### src/design/ptq_pkg.sv
// Package of constants and types for the pulse tally block
package ptq_pkg;
    // Operating mode field encodings
    typedef enum logic [1:0] {
        PTQ_MODE_DISABLED = 2'h0,
        PTQ_MODE_SAMPLED  = 2'h1,
        PTQ_MODE_PINCLK   = 2'h2,
        PTQ_MODE_QUAD     = 2'h3
    } ptq_mode_e;
    // Event select encodings (main and secondary)
    localparam logic [1:0] PTQ_EV_BOTH = 2'h0;  // Count up and down events
    localparam logic [1:0] PTQ_EV_UP   = 2'h1;  // Only up events
    localparam logic [1:0] PTQ_EV_DOWN = 2'h2;  // Only down events
    localparam logic [1:0] PTQ_EV_NONE = 2'h3;  // No events
    // Glitch filter stable period in sampling clock cycles
    localparam int PTQ_GLITCH_REJECT_ENABLE_CYCLES = 5;
    // Default widths
    localparam int PTQ_CNT_W = 16;
endpackage : ptq_pkg

### src/design/ptq_filter.sv
// Pulse width filter: passes a level after it held for STABLE samples
module ptq_filter #(
    parameter int STABLE = 5
) (
    input  wire logic CLK,
    input  wire logic RESET_N,
    input  wire logic SAMPLE,
    input  wire logic ENABLE,
    input  wire logic DIN,
    output logic      DOUT
);
    localparam int CW = $clog2(STABLE + 1);
    localparam logic [CW-1:0] LAST = CW'(STABLE - 1);
    logic [CW-1:0] run;   // Samples of the new level seen so far
    logic          level; // Filtered level

    // Count consecutive samples differing from the filtered level
    always_ff @(posedge CLK or negedge RESET_N) begin
        if (!RESET_N) begin
            run   <= '0;
            level <= 1'b0;
        end else if (!ENABLE) begin
            // Filter bypassed: follow the input directly
            run   <= '0;
            level <= DIN;
        end else if (SAMPLE) begin
            if (DIN == level) begin
                run <= '0;
            end else if (run == LAST) begin
                // Held for the full stable period
                run   <= '0;
                level <= DIN;
            end else begin
                run <= run + CW'(1);
            end
        end
    end

    assign DOUT = level;
endmodule // ptq_filter

### src/design/ptq_tally.sv
// Pulse and quadrature counter with main and secondary counters
// Notes on behaviour
// - Mode selects sampled counting; disabled stops counting
// - Filter enable inserts glitch filter before edge detect
// - Invert flips input a; falling edges counted
// - Sampled mode observes input a, counts edges
// - Count up by default, down when selected
// - Input b high keeps direction, low reverses
// - Pin-clocked single counts rising a edges
// - No filtering in pin-clocked modes
// - Quadrature samples b on both a edges
// - A leading b one sense; invert flips it
// - Report direction, flag counted steps whose direction differs from status
// - Quadrature table: 01 count dir0, 10 dir1
// - Wrap up past limit to zero, down to limit
// - Midpoint wrap loads half limit on wraps
// - Secondary counter only increments on selected events
// - Secondary passing limit flags and wraps zero
// - Main counter counts only selected event kinds
// - Input a clocks counting in pin-clocked modes
// - Flags on underflow, overflow, quadrature reversal
// - Underflow at zero down, then load limit
// - Overflow at limit up, then load zero
// - Filter needs five stable cycles each level
// - Invert ignored in pin-clocked single mode
module ptq_tally
    import ptq_pkg::*;
#(
    parameter int CNT_W = ptq_pkg::PTQ_CNT_W
) (
    input  wire logic             CLK,
    input  wire logic             RESET_N,
    input  wire logic             COUNT_INPUT_A,
    input  wire logic             COUNT_INPUT_B,
    input  wire logic             LOW_FREQ_CLOCK,
    input  wire ptq_pkg::ptq_mode_e MODE,
    input  wire logic             GLITCH_REJECT_ENABLE,
    input  wire logic             INPUT_INVERT,
    input  wire logic             PIN_STEERED_DIRECTION,
    input  wire logic             COUNT_DOWN_SELECT,
    input  wire logic             MIDPOINT_WRAP_ENABLE,
    input  wire logic [1:0]       MAIN_COUNT_EVENT_SELECT,
    input  wire logic [1:0]       SECONDARY_COUNT_EVENT_SELECT,
    input  wire logic [CNT_W-1:0] WRAP_LIMIT,
    input  wire logic             FLAG_CLEAR,
    output logic [CNT_W-1:0]      MAIN_COUNT_VALUE,
    output logic [CNT_W-1:0]      SECONDARY_COUNT_VALUE,
    output logic                  COUNT_SENSE_STATUS,
    output logic                  UNDERFLOW_FLAG,
    output logic                  OVERFLOW_FLAG,
    output logic                  REVERSAL_FLAG,
    output logic                  SECONDARY_WRAP_FLAG
);
    import ptq_pkg::*;

    // Synchroniser stages for pins and the sampling clock
    logic [1:0] sync_a;    // Input a: first stage bit 0
    logic [1:0] sync_b;    // Input b
    logic [1:0] sync_lf;   // Low frequency sampling clock
    logic       lf_prev;   // Previous synced sampling clock
    logic       a_prev;    // Previous raw-synced input a
    logic       f_prev;    // Previous filtered input a
    logic       b_at_rise; // Input b captured at a rise
    logic       b_at_fall; // Input b captured at a fall
    logic       glitch_reject_enable_a;    // Filtered sampled input a
    logic       lf_tick;   // One cycle per sampling clock rise

    // Event decode
    logic       event_hit;  // A count event this cycle
    logic       event_down; // Its direction is downward
    logic       quad_dir;   // Quadrature direction now

    // Two flip-flops on inputs a, b and the sampling clock before use
    always_ff @(posedge CLK or negedge RESET_N) begin
        if (!RESET_N) begin
            sync_a  <= 2'h0;
            sync_b  <= 2'h0;
            sync_lf <= 2'h0;
        end else begin
            sync_a  <= {sync_a[0], COUNT_INPUT_A};
            sync_b  <= {sync_b[0], COUNT_INPUT_B};
            sync_lf <= {sync_lf[0], LOW_FREQ_CLOCK};
        end
    end

    // Edge history of synced signals
    always_ff @(posedge CLK or negedge RESET_N) begin
        if (!RESET_N) begin
            lf_prev <= 1'b0;
            a_prev  <= 1'b0;
            f_prev  <= 1'b0;
        end else begin
            lf_prev <= sync_lf[1];
            a_prev  <= sync_a[1];
            if (lf_tick) begin
                f_prev <= glitch_reject_enable_a;
            end
        end
    end

    assign lf_tick = sync_lf[1] && !lf_prev;

    // Glitch filter on sampled input a, only in sampled mode
    ptq_filter #(
        .STABLE (PTQ_GLITCH_REJECT_ENABLE_CYCLES)
    ) u_filter (
        .CLK     (CLK),
        .RESET_N (RESET_N),
        .SAMPLE  (lf_tick),
        .ENABLE  (GLITCH_REJECT_ENABLE && MODE == PTQ_MODE_SAMPLED),
        .DIN     (sync_a[1] ^ INPUT_INVERT),
        .DOUT    (glitch_reject_enable_a)
    );

    // Edges seen in the link domain and in the sampled domain
    logic a_rise;   // Rising edge of synced input a
    logic a_fall;   // Falling edge of synced input a
    logic s_edge;   // Active edge of sampled filtered input a
    assign a_rise = sync_a[1] && !a_prev;
    assign a_fall = !sync_a[1] && a_prev;
    assign s_edge = lf_tick && glitch_reject_enable_a && !f_prev;

    // Capture input b on each edge of input a for quadrature
    always_ff @(posedge CLK or negedge RESET_N) begin
        if (!RESET_N) begin
            b_at_rise <= 1'b0;
            b_at_fall <= 1'b0;
        end else if (MODE == PTQ_MODE_QUAD) begin
            if (a_rise) begin
                b_at_rise <= sync_b[1];
            end
            if (a_fall) begin
                b_at_fall <= sync_b[1];
            end
        end
    end

    // Quadrature table, evaluated on each a edge with the fresh sample
    logic q_pos;   // b sampled at rise (fresh on rise)
    logic q_neg;   // b sampled at fall (fresh on fall)
    logic q_en;    // Table count enable
    logic q_raw;   // Table direction bit
    always_comb begin
        q_pos = a_rise ? sync_b[1] : b_at_rise;
        q_neg = a_fall ? sync_b[1] : b_at_fall;
        q_en  = q_pos ^ q_neg;
        q_raw = q_pos && !q_neg;
    end
    // Invert setting flips the sense of a leading b
    assign quad_dir = q_raw ^ INPUT_INVERT;

    // Direction and event decode per mode
    always_comb begin
        event_hit  = 1'b0;
        event_down = COUNT_DOWN_SELECT;
        case (MODE)
            PTQ_MODE_SAMPLED: begin
                // Count active sampled edges of input a
                event_hit = s_edge;
                if (PIN_STEERED_DIRECTION) begin
                    event_down = sync_b[1] ? COUNT_DOWN_SELECT
                                           : !COUNT_DOWN_SELECT;
                end
            end
            PTQ_MODE_PINCLK: begin
                // Raw rising edges, no filter, no invert
                event_hit = a_rise;
                if (PIN_STEERED_DIRECTION) begin
                    event_down = sync_b[1] ? COUNT_DOWN_SELECT
                                           : !COUNT_DOWN_SELECT;
                end
            end
            PTQ_MODE_QUAD: begin
                // Both a edges, direction from the table
                event_hit  = (a_rise || a_fall) && q_en;
                event_down = quad_dir;
            end
            default: begin
                // Disabled: no counting
                event_hit = 1'b0;
            end
        endcase
    end

    // Event select filters for main and secondary counters
    function automatic logic ev_pass(input logic [1:0] sel,
                                     input logic       down);
        logic ok;
        ok = 1'b0;
        if (sel == PTQ_EV_BOTH) begin
            ok = 1'b1;
        end else if (sel == PTQ_EV_UP) begin
            ok = !down;
        end else if (sel == PTQ_EV_DOWN) begin
            ok = down;
        end
        return ok;
    endfunction

    logic main_go;   // Main counter moves this cycle
    logic sec_go;    // Secondary counter moves this cycle
    assign main_go = event_hit &&
                     ev_pass(MAIN_COUNT_EVENT_SELECT, event_down);
    assign sec_go  = event_hit &&
                     ev_pass(SECONDARY_COUNT_EVENT_SELECT,
                             event_down);

    // Wrap targets
    logic [CNT_W-1:0] half_limit;  // Midpoint reload value
    logic             main_uf;     // Underflow this cycle
    logic             main_of;     // Overflow this cycle
    assign half_limit = WRAP_LIMIT >> 1;
    assign main_uf = main_go && event_down && MAIN_COUNT_VALUE == '0;
    assign main_of = main_go && !event_down &&
                     MAIN_COUNT_VALUE == WRAP_LIMIT;

    // Main counter with wrap and midpoint reload
    logic [CNT_W-1:0] next_main;
    always_comb begin
        next_main = MAIN_COUNT_VALUE;
        if (main_uf) begin
            // Down from zero
            next_main = MIDPOINT_WRAP_ENABLE ? half_limit
                                             : WRAP_LIMIT;
        end else if (main_of) begin
            // Up past limit
            next_main = MIDPOINT_WRAP_ENABLE ? half_limit
                                             : '0;
        end else if (main_go) begin
            next_main = event_down ? MAIN_COUNT_VALUE - CNT_W'(1)
                                   : MAIN_COUNT_VALUE + CNT_W'(1);
        end
    end

    always_ff @(posedge CLK or negedge RESET_N) begin
        if (!RESET_N) begin
            MAIN_COUNT_VALUE <= '0;
        end else begin
            MAIN_COUNT_VALUE <= next_main;
        end
    end

    // Secondary counter, up only, wraps past the limit
    logic sec_wrap;  // Secondary passes the limit
    assign sec_wrap = sec_go && SECONDARY_COUNT_VALUE == WRAP_LIMIT;
    always_ff @(posedge CLK or negedge RESET_N) begin
        if (!RESET_N) begin
            SECONDARY_COUNT_VALUE <= '0;
        end else if (sec_wrap) begin
            SECONDARY_COUNT_VALUE <= '0;
        end else if (sec_go) begin
            SECONDARY_COUNT_VALUE <= SECONDARY_COUNT_VALUE
                                     + CNT_W'(1);
        end
    end

    // Direction status and reversal detection in quadrature mode
    logic dir_change;  // Counted quadrature step differs from reported direction
    assign dir_change = MODE == PTQ_MODE_QUAD && event_hit &&
                        quad_dir != COUNT_SENSE_STATUS;
    always_ff @(posedge CLK or negedge RESET_N) begin
        if (!RESET_N) begin
            COUNT_SENSE_STATUS <= 1'b0;
        end else if (MODE == PTQ_MODE_QUAD && (a_rise || a_fall)) begin
            // Invalid table entries report direction zero
            COUNT_SENSE_STATUS <= q_en ? quad_dir : 1'b0;
        end
    end

    // Sticky flags; a set in the clearing cycle wins
    always_ff @(posedge CLK or negedge RESET_N) begin
        if (!RESET_N) begin
            UNDERFLOW_FLAG      <= 1'b0;
            OVERFLOW_FLAG       <= 1'b0;
            REVERSAL_FLAG       <= 1'b0;
            SECONDARY_WRAP_FLAG <= 1'b0;
        end else begin
            UNDERFLOW_FLAG      <= main_uf ||
                                   (UNDERFLOW_FLAG && !FLAG_CLEAR);
            OVERFLOW_FLAG       <= main_of ||
                                   (OVERFLOW_FLAG && !FLAG_CLEAR);
            REVERSAL_FLAG       <= dir_change ||
                                   (REVERSAL_FLAG && !FLAG_CLEAR);
            SECONDARY_WRAP_FLAG <= sec_wrap ||
                                   (SECONDARY_WRAP_FLAG && !FLAG_CLEAR);
        end
    end
endmodule // ptq_tally

### config.mk
export PLATFORM = sky130hd
export DESIGN_NAME = ptq_tally
export DESIGN_NICKNAME = d
export VERILOG_FILES = /design/src/design/ptq_pkg.sv /design/src/design/ptq_filter.sv /design/src/design/ptq_tally.sv
export SDC_FILE = /design/constraint.sdc
export NUM_CORES = 1
export LEC_CHECK = 0
export BUFFER_PORTS_ARGS = -buffer_cell sky130_fd_sc_hd__buf_4
export CORE_UTILIZATION = 41
export CTS_CLUSTER_SIZE = 12
export DETAILED_ROUTE_END_ITERATION = 6
export PLACE_DENSITY = 0.67
export SYNTH_ARGS = -nofsm -noshare
export SYNTH_HDL_FRONTEND = slang
export SYNTH_HIERARCHICAL = 1
export SYNTH_SLANG_ARGS = --single-unit
### constraint.sdc
create_clock -name CLK -period 4.16 [get_ports CLK]
set_clock_uncertainty 0.05 [all_clocks]
set_input_delay 0.624 -clock CLK [delete_from_list [all_inputs] [get_ports CLK]]
set_output_delay 0.624 -clock CLK [all_outputs]
set_load 0.02 [all_outputs]
==> flow_metrics.py, run 1 <==
metrics = {
    "yosys": {
        "synthArstFlopShare_pct": 100.0,
        "synth_mux_area_share_pct": 4.160,
        "seq_area_frac_synth_pct": 32.29,
        "synthXorXnorAreaFrac_pct": 11.05,
        "synth-edff-count": 0,
        "synthSimpleGateAreaFrac_pct": 21.86,
        "synthesis.area_um2": 4030,
        "synth_ff_type": "dfrtp_1",
        "ys_warn_count": 6,
        "synth_fa_ha_area_share_pct": 8.569,
        "synth_top_family_by_area": "simple AND/OR/NAND/NOR gates",
        "syn_inst": 446,
        "synth.avg_cell_area_um2": 9.036,
        "synth_compound_area_share_pct": 18.66,
        "synth_cell_types": 70,
        "ys_ff_latch": 52,
        "synth_nets": 506,
    },
    "layout": {
        "syn_to_final_growth_pct": 18.88,
        "n_antenna_cell": 0,
        "nFillCells": 912,
        "layoutNonFillerInstCount": 643,
        "drive_above_1_share_pct": 19.26,
        "nNetsFinal": 573,
    },
    "setup_path": {
        "cp_common_cell": "ha_1",
        "crit_family": "compound AO/OA/AOI/OAI gates",
        "reg2reg_slack_ps": 270,
        "critPathLaunchType": "flip-flop",
        "crit_fanout": 13,
        "cp_cell_sequence": "inv_1, ha_1, mux2_2, ha_1, xor2_2, a2bb2oi_4, o21ai_4, ha_1, nor2b_1, o31a_1, o211ai_1, nand2_1, o41ai_2, mux2i_1, a41oi_1",
        "crit_required_ps": 4280,
        "path_class": "reg -> reg",
        "cp-end-kind": "flip-flop",
        "cp_slowest_cell": "dfrtp_1",
        "cp.arrival_ps": 4010,
        "r2r_end": "MAIN_COUNT_VALUE[14]$_DFFE_PN0P_",
        "reg2reg_depth": 15,
        "r2r_start": "a_prev$_DFF_PN0_",
        "cpPeakStageDelay_ps": 400,
        "crit_buf_inv": 1,
    },
    "place": {
        "dpl.cell_count": 634,
        "place_hpwl_um": 8699,
        "portBuffers": 69,
        "routabilityCongestion": 0.9279,
    },
    "timing": {
        "report.final.slew_viol_count": 0,
        "max_slew_margin_pct": 27.11,
        "tightest_slew_ps": 1083,
        "period_needed_ps": 3888,
        "grt_setup_unrepaired": "no",
        "setup_viol": 0,
        "period_share_pct": 93.45,
        "finalHoldViolations": 0,
        "finalSetupTns_ps": 0,
        "fmax_mhz": 257.2,
    },
    "drt": {
        "drcViolationCount": 0,
        "wl_per_cell_um": 18.10,
        "drt.antenna.violating_nets": 0,
        "drtPass1Iterations": 6,
        "vias": 3790,
        "drtIter0Drc": 308,
        "wirelength_um": 11640,
        "via_per_inst": 5.894,
    },
    "clocking": {
        "path_clk_slew_ps": 110,
        "htree_levels": 2,
        "cts_tree": "built",
        "clkLatencyLatePin_ps": 310,
        "clockBufferDepth": 2,
        "root_buffer": "clkbuf_8",
        "cts.sinks": 52,
        "cts-hold-fix-buffers": 0,
        "cts_buffers": 5,
    },
    "global_route": {
        "grtUsageMet2_pct": 37.36,
        "grt_pass1_wl_um": 18650,
        "met3_usage_pct": 4.348,
        "grt_use_total_pct": 23.27,
        "grt_max_degree": 53,
        "grt_pass1_vias": 3630,
        "grt_overflow": 0,
        "grt.busiest_layer": "met2",
        "grt.met1_usage_pct": 32.08,
        "antenna_found_initial": 0,
    },
    "run_status": {
        "status": "complete, no violations",
    },
    "power_and_ir_drop": {
        "finalPower_mw": 2.559,
        "p_per_area_nw_per_um2": 534.1,
        "ir_drop_v": 0.0003459,
        "p_leak_nw": 2.147,
    },
    "hold_path": {
        "hp-class": "in -> async",
    },
    "die": {
        "initial_core_util_pct": 43.00,
        "dieArea_um2": 10230,
        "die_h_um": 101.1,
        "coreArea_um2": 9371,
        "std_cell_rows": 35,
        "ios": 70,
        "fp.dieW_um": 101.1,
    },
    "job": {
        "maxCapViolCount": 0,
    },
}
## through the flow
step	hold slack (ps)	cell area, µm²	utilization, %	setup WS (ps)
floorplan	278.4	4030	-	551.6
global placement	284.7	4664	49.77	284.8
detailed placement	284.7	4664	49.77	129.0
CTS	310.6	4758	50.77	98.74
global route	320.7	4791	51.12	32.99
finish	282.3	4791	51.12	272.3
## where the power goes
group / leakage, nW / switching (mW) / internal (mW) / total, mW
sequential: 0.654 / 0.199 / 0.609 / 0.809
combinational: 1.45 / 0.775 / 0.665 / 1.44
clock: 0.0452 / 0.187 / 0.123 / 0.310
## flip-flops by register name, indices dropped and copies added, names as in the netlist
signal	count
MAIN_COUNT_VALUE	16
SECONDARY_COUNT_VALUE	16
u_filter/run	3
sync_a	2
sync_b	2
sync_lf	2
COUNT_SENSE_STATUS	1
OVERFLOW_FLAG	1
REVERSAL_FLAG	1
SECONDARY_WRAP_FLAG	1
UNDERFLOW_FLAG	1
a_prev	1
b_at_fall	1
b_at_rise	1
f_prev	1
lf_prev	1
u_filter/DOUT	1
## worst reg2reg max path: stages (launching register included)
cell,delay [ps]
dfrtp_1,400
inv_1,60
ha_1,190
mux2_2,360
ha_1,230
xor2_2,190
a2bb2oi_4,230
o21ai_4,200
ha_1,390
nor2b_1,160
o31a_1,290
o211ai_1,270
nand2_1,140
o41ai_2,270
mux2i_1,230
a41oi_1,120
## layout by cell type, fill, tap and decap left out, drive strengths merged, types with 6 or more instances in the layout
master,count
a31oi,10
o21ai,26
xor2,8
dfrtp,52
nor2b,6
and3,9
nor4,12
nor2,33
inv,24
a21oi,11
a22oi,6
o31ai,6
xnor2,42
nand2,32
mux2,6
nand2b,8
nand3,14
buf,70
mux2i,10
nor3,14
ha,26
nand4,13
## final cells by class
class / instances / area, µm² / share of cell area (%)
Clock inverter: 3 / 25.02 / 0.5223
Clock buffer: 5 / 68.82 / 1.436
Tap cell: 129 / 161.4 / 3.369
Sequential cell: 52 / 1301 / 27.16
Inverter: 22 / 85.08 / 1.776
Multi-Input combinational cell: 362 / 2624 / 54.77
Timing Repair Buffer: 70 / 525.5 / 10.97
## cells in the mapped netlist (6+ instances only)
library cell / n / area, µm²
xor2_1: 7 / 61.31
o21ai_0: 23 / 115.1
ha_1: 26 / 325.3
dfrtp_1: 52 / 1301
clkbuf_1: 7 / 26.28
and3_1: 8 / 50.05
nand2_1: 32 / 120.1
nand4_1: 12 / 75.07
a21oi_1: 10 / 50.05
nand2b_1: 7 / 43.79
a22oi_1: 6 / 45.04
o31ai_1: 6 / 45.04
nor4_1: 12 / 75.07
nor3_1: 14 / 70.07
inv_1: 21 / 78.83
nor2_1: 32 / 120.1
xnor2_1: 42 / 367.9
nand3_1: 14 / 70.07
a31oi_1: 10 / 62.56
mux2i_1: 10 / 100.1
nor2b_1: 6 / 37.54
## worst max path at each step
stage	cells past startpoint	start	slack, ps	endpoint
floorplan	15	a_prev$_DFF_PN0_	550	MAIN_COUNT_VALUE[15]$_DFFE_PN0P_
global placement	15	a_prev$_DFF_PN0_	280	MAIN_COUNT_VALUE[14]$_DFFE_PN0P_
detailed placement	14	a_prev$_DFF_PN0_	130	MAIN_COUNT_VALUE[15]$_DFFE_PN0P_
CTS	15	a_prev$_DFF_PN0_	100	MAIN_COUNT_VALUE[14]$_DFFE_PN0P_
global route	15	a_prev$_DFF_PN0_	30	MAIN_COUNT_VALUE[14]$_DFFE_PN0P_
finish	15	a_prev$_DFF_PN0_	270	MAIN_COUNT_VALUE[14]$_DFFE_PN0P_
## metal layers
metal	routed length (µm)	vias up
met5	0	-
met4	207	0
met3	851	21
met2	5410	159
met1	5170	1822
li1	-	1788
## cell families (layout without fill, tap and decap cells)
group                    after synthesis  after routing
AO/OA/AOI/OAI                        105            106
flip-flops                            52             52
buffers and inverters                 33            100
XOR/XNOR                              50             50
multiplexers                          16             16
adder cells (fa/ha/maj)               27             27
AND/OR/NAND/NOR                      163            163
## repair_timing
action,4_1_cts,5_1_grt
endpoints found under the setup margin,0,4
buffers inserted,0,0
resized for setup,0,3
Power figures use the tool's default switching activity.
==> run 2: changes to the inputs <==
--- a/config.mk
+++ b/config.mk
@@ -5,11 +5,12 @@
 export SDC_FILE = /design/constraint.sdc
 export NUM_CORES = 1
 export LEC_CHECK = 0
+export ABC_AREA = 1
 export BUFFER_PORTS_ARGS = -buffer_cell sky130_fd_sc_hd__buf_4
 export CORE_UTILIZATION = 41
 export CTS_CLUSTER_SIZE = 12
 export DETAILED_ROUTE_END_ITERATION = 6
-export PLACE_DENSITY = 0.67
+export PLACE_DENSITY = 0.66
 export SYNTH_ARGS = -nofsm -noshare
 export SYNTH_HDL_FRONTEND = slang
 export SYNTH_HIERARCHICAL = 1
==> run 2 against run 1 <==
Fmax increased by 14%. Sequential share of layout area decreased by 3.7 points. Synthesized cell count up 56%. Via count up 25%. Power is 31% higher. Sequential cell count did not move. Clock power is 42% higher. Design area increased by 16%. Die area increased by 19%. Utilization decreased by 2.6 points. Largest cell class unchanged. Largest power group unchanged.
==> flow_metrics.py, run 2 <==
metrics = {
    "setup_path": {
        "crit_fanout": 20,
        "path_class": "reg -> reg",
        "cp-end-kind": "flip-flop",
        "crit_family": "simple AND/OR/NAND/NOR gates",
        "cp_cell_sequence": "ha_1, o21ai_0, ha_1, inv_1, nand2_4, nand3_2, nand3_4, nand2_4, inv_4, ha_1, a21oi_1, nand2_1, nand3_1, nand2_1, nand2_1, nand3_1, nand2_1, inv_1, nand2_1, nand3_2, a21oi_2",
        "cp_slowest_cell": "dfrtp_1",
        "reg2reg_depth": 21,
        "path_depth": 21,
        "crit_required_ps": 4340,
        "cpPeakStageDelay_ps": 420,
        "crit_buf_inv": 3,
        "critPathLaunchType": "flip-flop",
        "cp_common_cell": "nand2_1",
        "cp.arrival_ps": 3600,
    },
    "clocking": {
        "cts_resized": 0,
        "clkLatencyLatePin_ps": 300,
        "path_clk_slew_ps": 80,
        "htree_levels": 2,
        "cts.sinks": 52,
        "clockBufferDepth": 2,
        "cts-hold-fix-buffers": 0,
        "root_buffer": "clkbuf_16",
        "cts_buffers": 5,
        "cts_tree": "built",
        "postCtsSetupRepairBufs": 0,
    },
    "power_and_ir_drop": {
        "ir_drop_v": 0.0003397,
        "power.share.sequential_pct": 27.3,
        "combPwrFrac_pct": 59.5,
        "finalPower_mw": 3.347,
        "p_int_mw": 1.669,
        "p_switching_mw": 1.679,
        "pwr-share-clk_pct": 13.2,
        "p_per_area_nw_per_um2": 604.7,
        "p_leak_nw": 2.951,
        "p_sw_share_pct": 50.15,
    },
    "layout": {
        "regArea_um2": 1301,
        "syn_to_final_growth_pct": 15.39,
        "drive_above_1_share_pct": 17.79,
        "n_antenna_cell": 0,
        "multi_input_area_um2": 2982,
        "biggestRegsByFlops": "MAIN_COUNT_VALUE (16), SECONDARY_COUNT_VALUE (16), u_filter/run (3)",
        "layout_common_cells": "nand2_1 (173), inv_1 (96), nor2_1 (72)",
        "nFillCells": 1166,
        "final_common_cell": "nand2_1",
        "nNetsFinal": 818,
    },
    "global_route": {
        "grt_pass1_wl_um": 21980,
        "grt_use_total_pct": 23.25,
        "grt_max_degree": 53,
        "antenna_found_initial": 0,
        "grt_overflow": 0,
        "grt_pass1_vias": 4578,
    },
    "yosys": {
        "synthesis.area_um2": 4797,
        "synth-edff-count": 0,
        "syn_inst": 697,
        "synthArstFlopShare_pct": 100.0,
        "yosys.area.top_type": "dfrtp_1",
        "synth.top_cell.area_share_pct": 27.13,
        "seq_area_frac_synth_pct": 27.13,
        "synth.most_common_cell": "nand2_1",
        "ys_warn_count": 6,
        "synth_common_cells": "nand2_1 (173), inv_1 (96), nor2_1 (72), nand3_1 (68), dfrtp_1 (52)",
        "synth.avg_cell_area_um2": 6.882,
        "synth_ff_type": "dfrtp_1",
        "synth_nets": 757,
        "post_synth_main_area_contributors": "dfrtp_1 (27%), nand2_1 (14%), inv_1 (7.5%)",
        "synth_cell_types": 42,
        "ys_ff_latch": 52,
    },
    "hold_path": {
        "hp-class": "reg -> reg",
        "hold-path-cell-count": 0,
    },
    "timing": {
        "period_share_pct": 82.16,
        "grt_setup_unrepaired": "no",
        "finalHoldViolations": 0,
        "max_slew_margin_pct": 53.34,
        "finalSetupTns_ps": 0,
        "setup_viol": 0,
        "fmax_mhz": 292.6,
        "report.final.slew_viol_count": 0,
        "tightest_slew_ps": 699.9,
        "period_needed_ps": 3418,
    },
    "drt": {
        "drcViolationCount": 0,
        "vias": 4748,
        "wirelength_um": 13270,
        "drtPass1Iterations": 5,
        "drtIter0Drc": 294,
        "wl_per_cell_um": 14.71,
        "via_per_inst": 5.264,
        "drt.antenna.violating_nets": 0,
    },
    "die": {
        "std_cell_rows": 39,
        "ios": 70,
        "coreArea_um2": 11420,
        "fp.dieW_um": 110.2,
        "die_h_um": 110.2,
        "initial_core_util_pct": 42.01,
        "dieArea_um2": 12140,
    },
    "place": {
        "place_hpwl_um": 10120,
        "portBuffers": 69,
        "routabilityCongestion": 0.8552,
    },
    "job": {
        "maxCapViolCount": 0,
    },
    "run_status": {
        "status": "complete, no violations",
    },
}
run 2: cell count changes in the layout (fill, tap and decap cells not counted), sizes merged, moves of 10 or more:
cell,previous run,this run
a21oi,11,31
mux2i,10,0
nand3,14,81
xor2,8,30
xnor2,42,15
nand2,32,183
inv,24,107
nor2,33,79
run 2: layer usage:
metal  part of all wire, %  track usage (%)  up-vias
li1                      -                -     2348
met3                   4.5            2.704       32
met5                     0                0        -
met2                    48            39.64      137
met4                   2.7            9.305        0
met1                    45            29.91     2231
run 2: power by group through the flow:
| stage | Combinational, mW | Sequential (mW) | Clock [mW] |
|---|---|---|---|
| 2_1_floorplan | 1.30 | 0.986 | 0 |
| 3_3_place_gp | 1.97 | 0.918 | 0 |
| 3_5_place_dp | 2.00 | 0.918 | 0 |
| 4_1_cts | 2.00 | 0.910 | 0.451 |
| 5_1_grt | 2.24 | 0.938 | 0.475 |
| 6_report | 1.99 | 0.915 | 0.441 |
run 2: cell type report:
cell class / count / share of cell area [%]
multi-input combinational: 524 / 53.87
inverter: 105 / 7.165
clock buffer: 5 / 2.260
sequential: 52 / 23.51
clock inverter: 3 / 0.4747
tap: 143 / 3.232
timing repair buffer: 70 / 9.494
run 2: worst register-to-register path, delay by kind of cell, from the launching register on:
kind / cells / cell delay [ps]
compound gates: 3 / 560
flops: 1 / 420
simple gates: 12 / 1150
fa+ha+maj: 3 / 830
buf+inv: 3 / 350
run 2: logic make-up after synthesis:
family                   share of synthesized area [%]
AND/OR/NAND/NOR                                  37.87
buffers and inverters                            10.72
AO/OA/AOI/OAI                                    8.868
flip-flops                                       27.13
XOR/XNOR                                         8.216
adder cells (fa/ha/maj)                          7.199
run 2: worst paths after layout:
| kind | end | start | slack, ps |
|---|---|---|---|
| worst max-delay path | MAIN_COUNT_VALUE[11]$_DFFE_PN0P_ | sync_a[1]$_DFF_PN0_ | 740 |
| worst min-delay path | sync_a[1]$_DFF_PN0_ | sync_a[0]$_DFF_PN0_ | 300 |
| worst max register to register | MAIN_COUNT_VALUE[11]$_DFFE_PN0P_ | sync_a[1]$_DFF_PN0_ | 740 |
| worst min register to register | sync_a[1]$_DFF_PN0_ | sync_a[0]$_DFF_PN0_ | 300 |
| max in group asynchronous | REVERSAL_FLAG$_DFF_PN0_ | RESET_N | 3280 |
| min in group asynchronous | MAIN_COUNT_VALUE[0]$_DFFE_PN0P_ | RESET_N | 320 |
run 2: stage by stage:
| step | hold slack [ps] | util [%] | setup slack (ps) | cells | instance area [µm²] |
|---|---|---|---|---|---|
| final | 300.6 | 48.48 | 742.3 | 902 | 5535 |
| after global routing | 322.6 | 48.48 | 363.2 | 902 | 5535 |
| after CTS | 303.0 | 48.48 | 735.5 | 902 | 5535 |
| after detailed placement | 284.7 | 47.15 | 738.2 | 894 | 5384 |
| after global placement | 284.7 | 47.15 | 884.8 | 894 | 5384 |
| after floorplan | 278.4 | - | 1155 | 697 | 4797 |
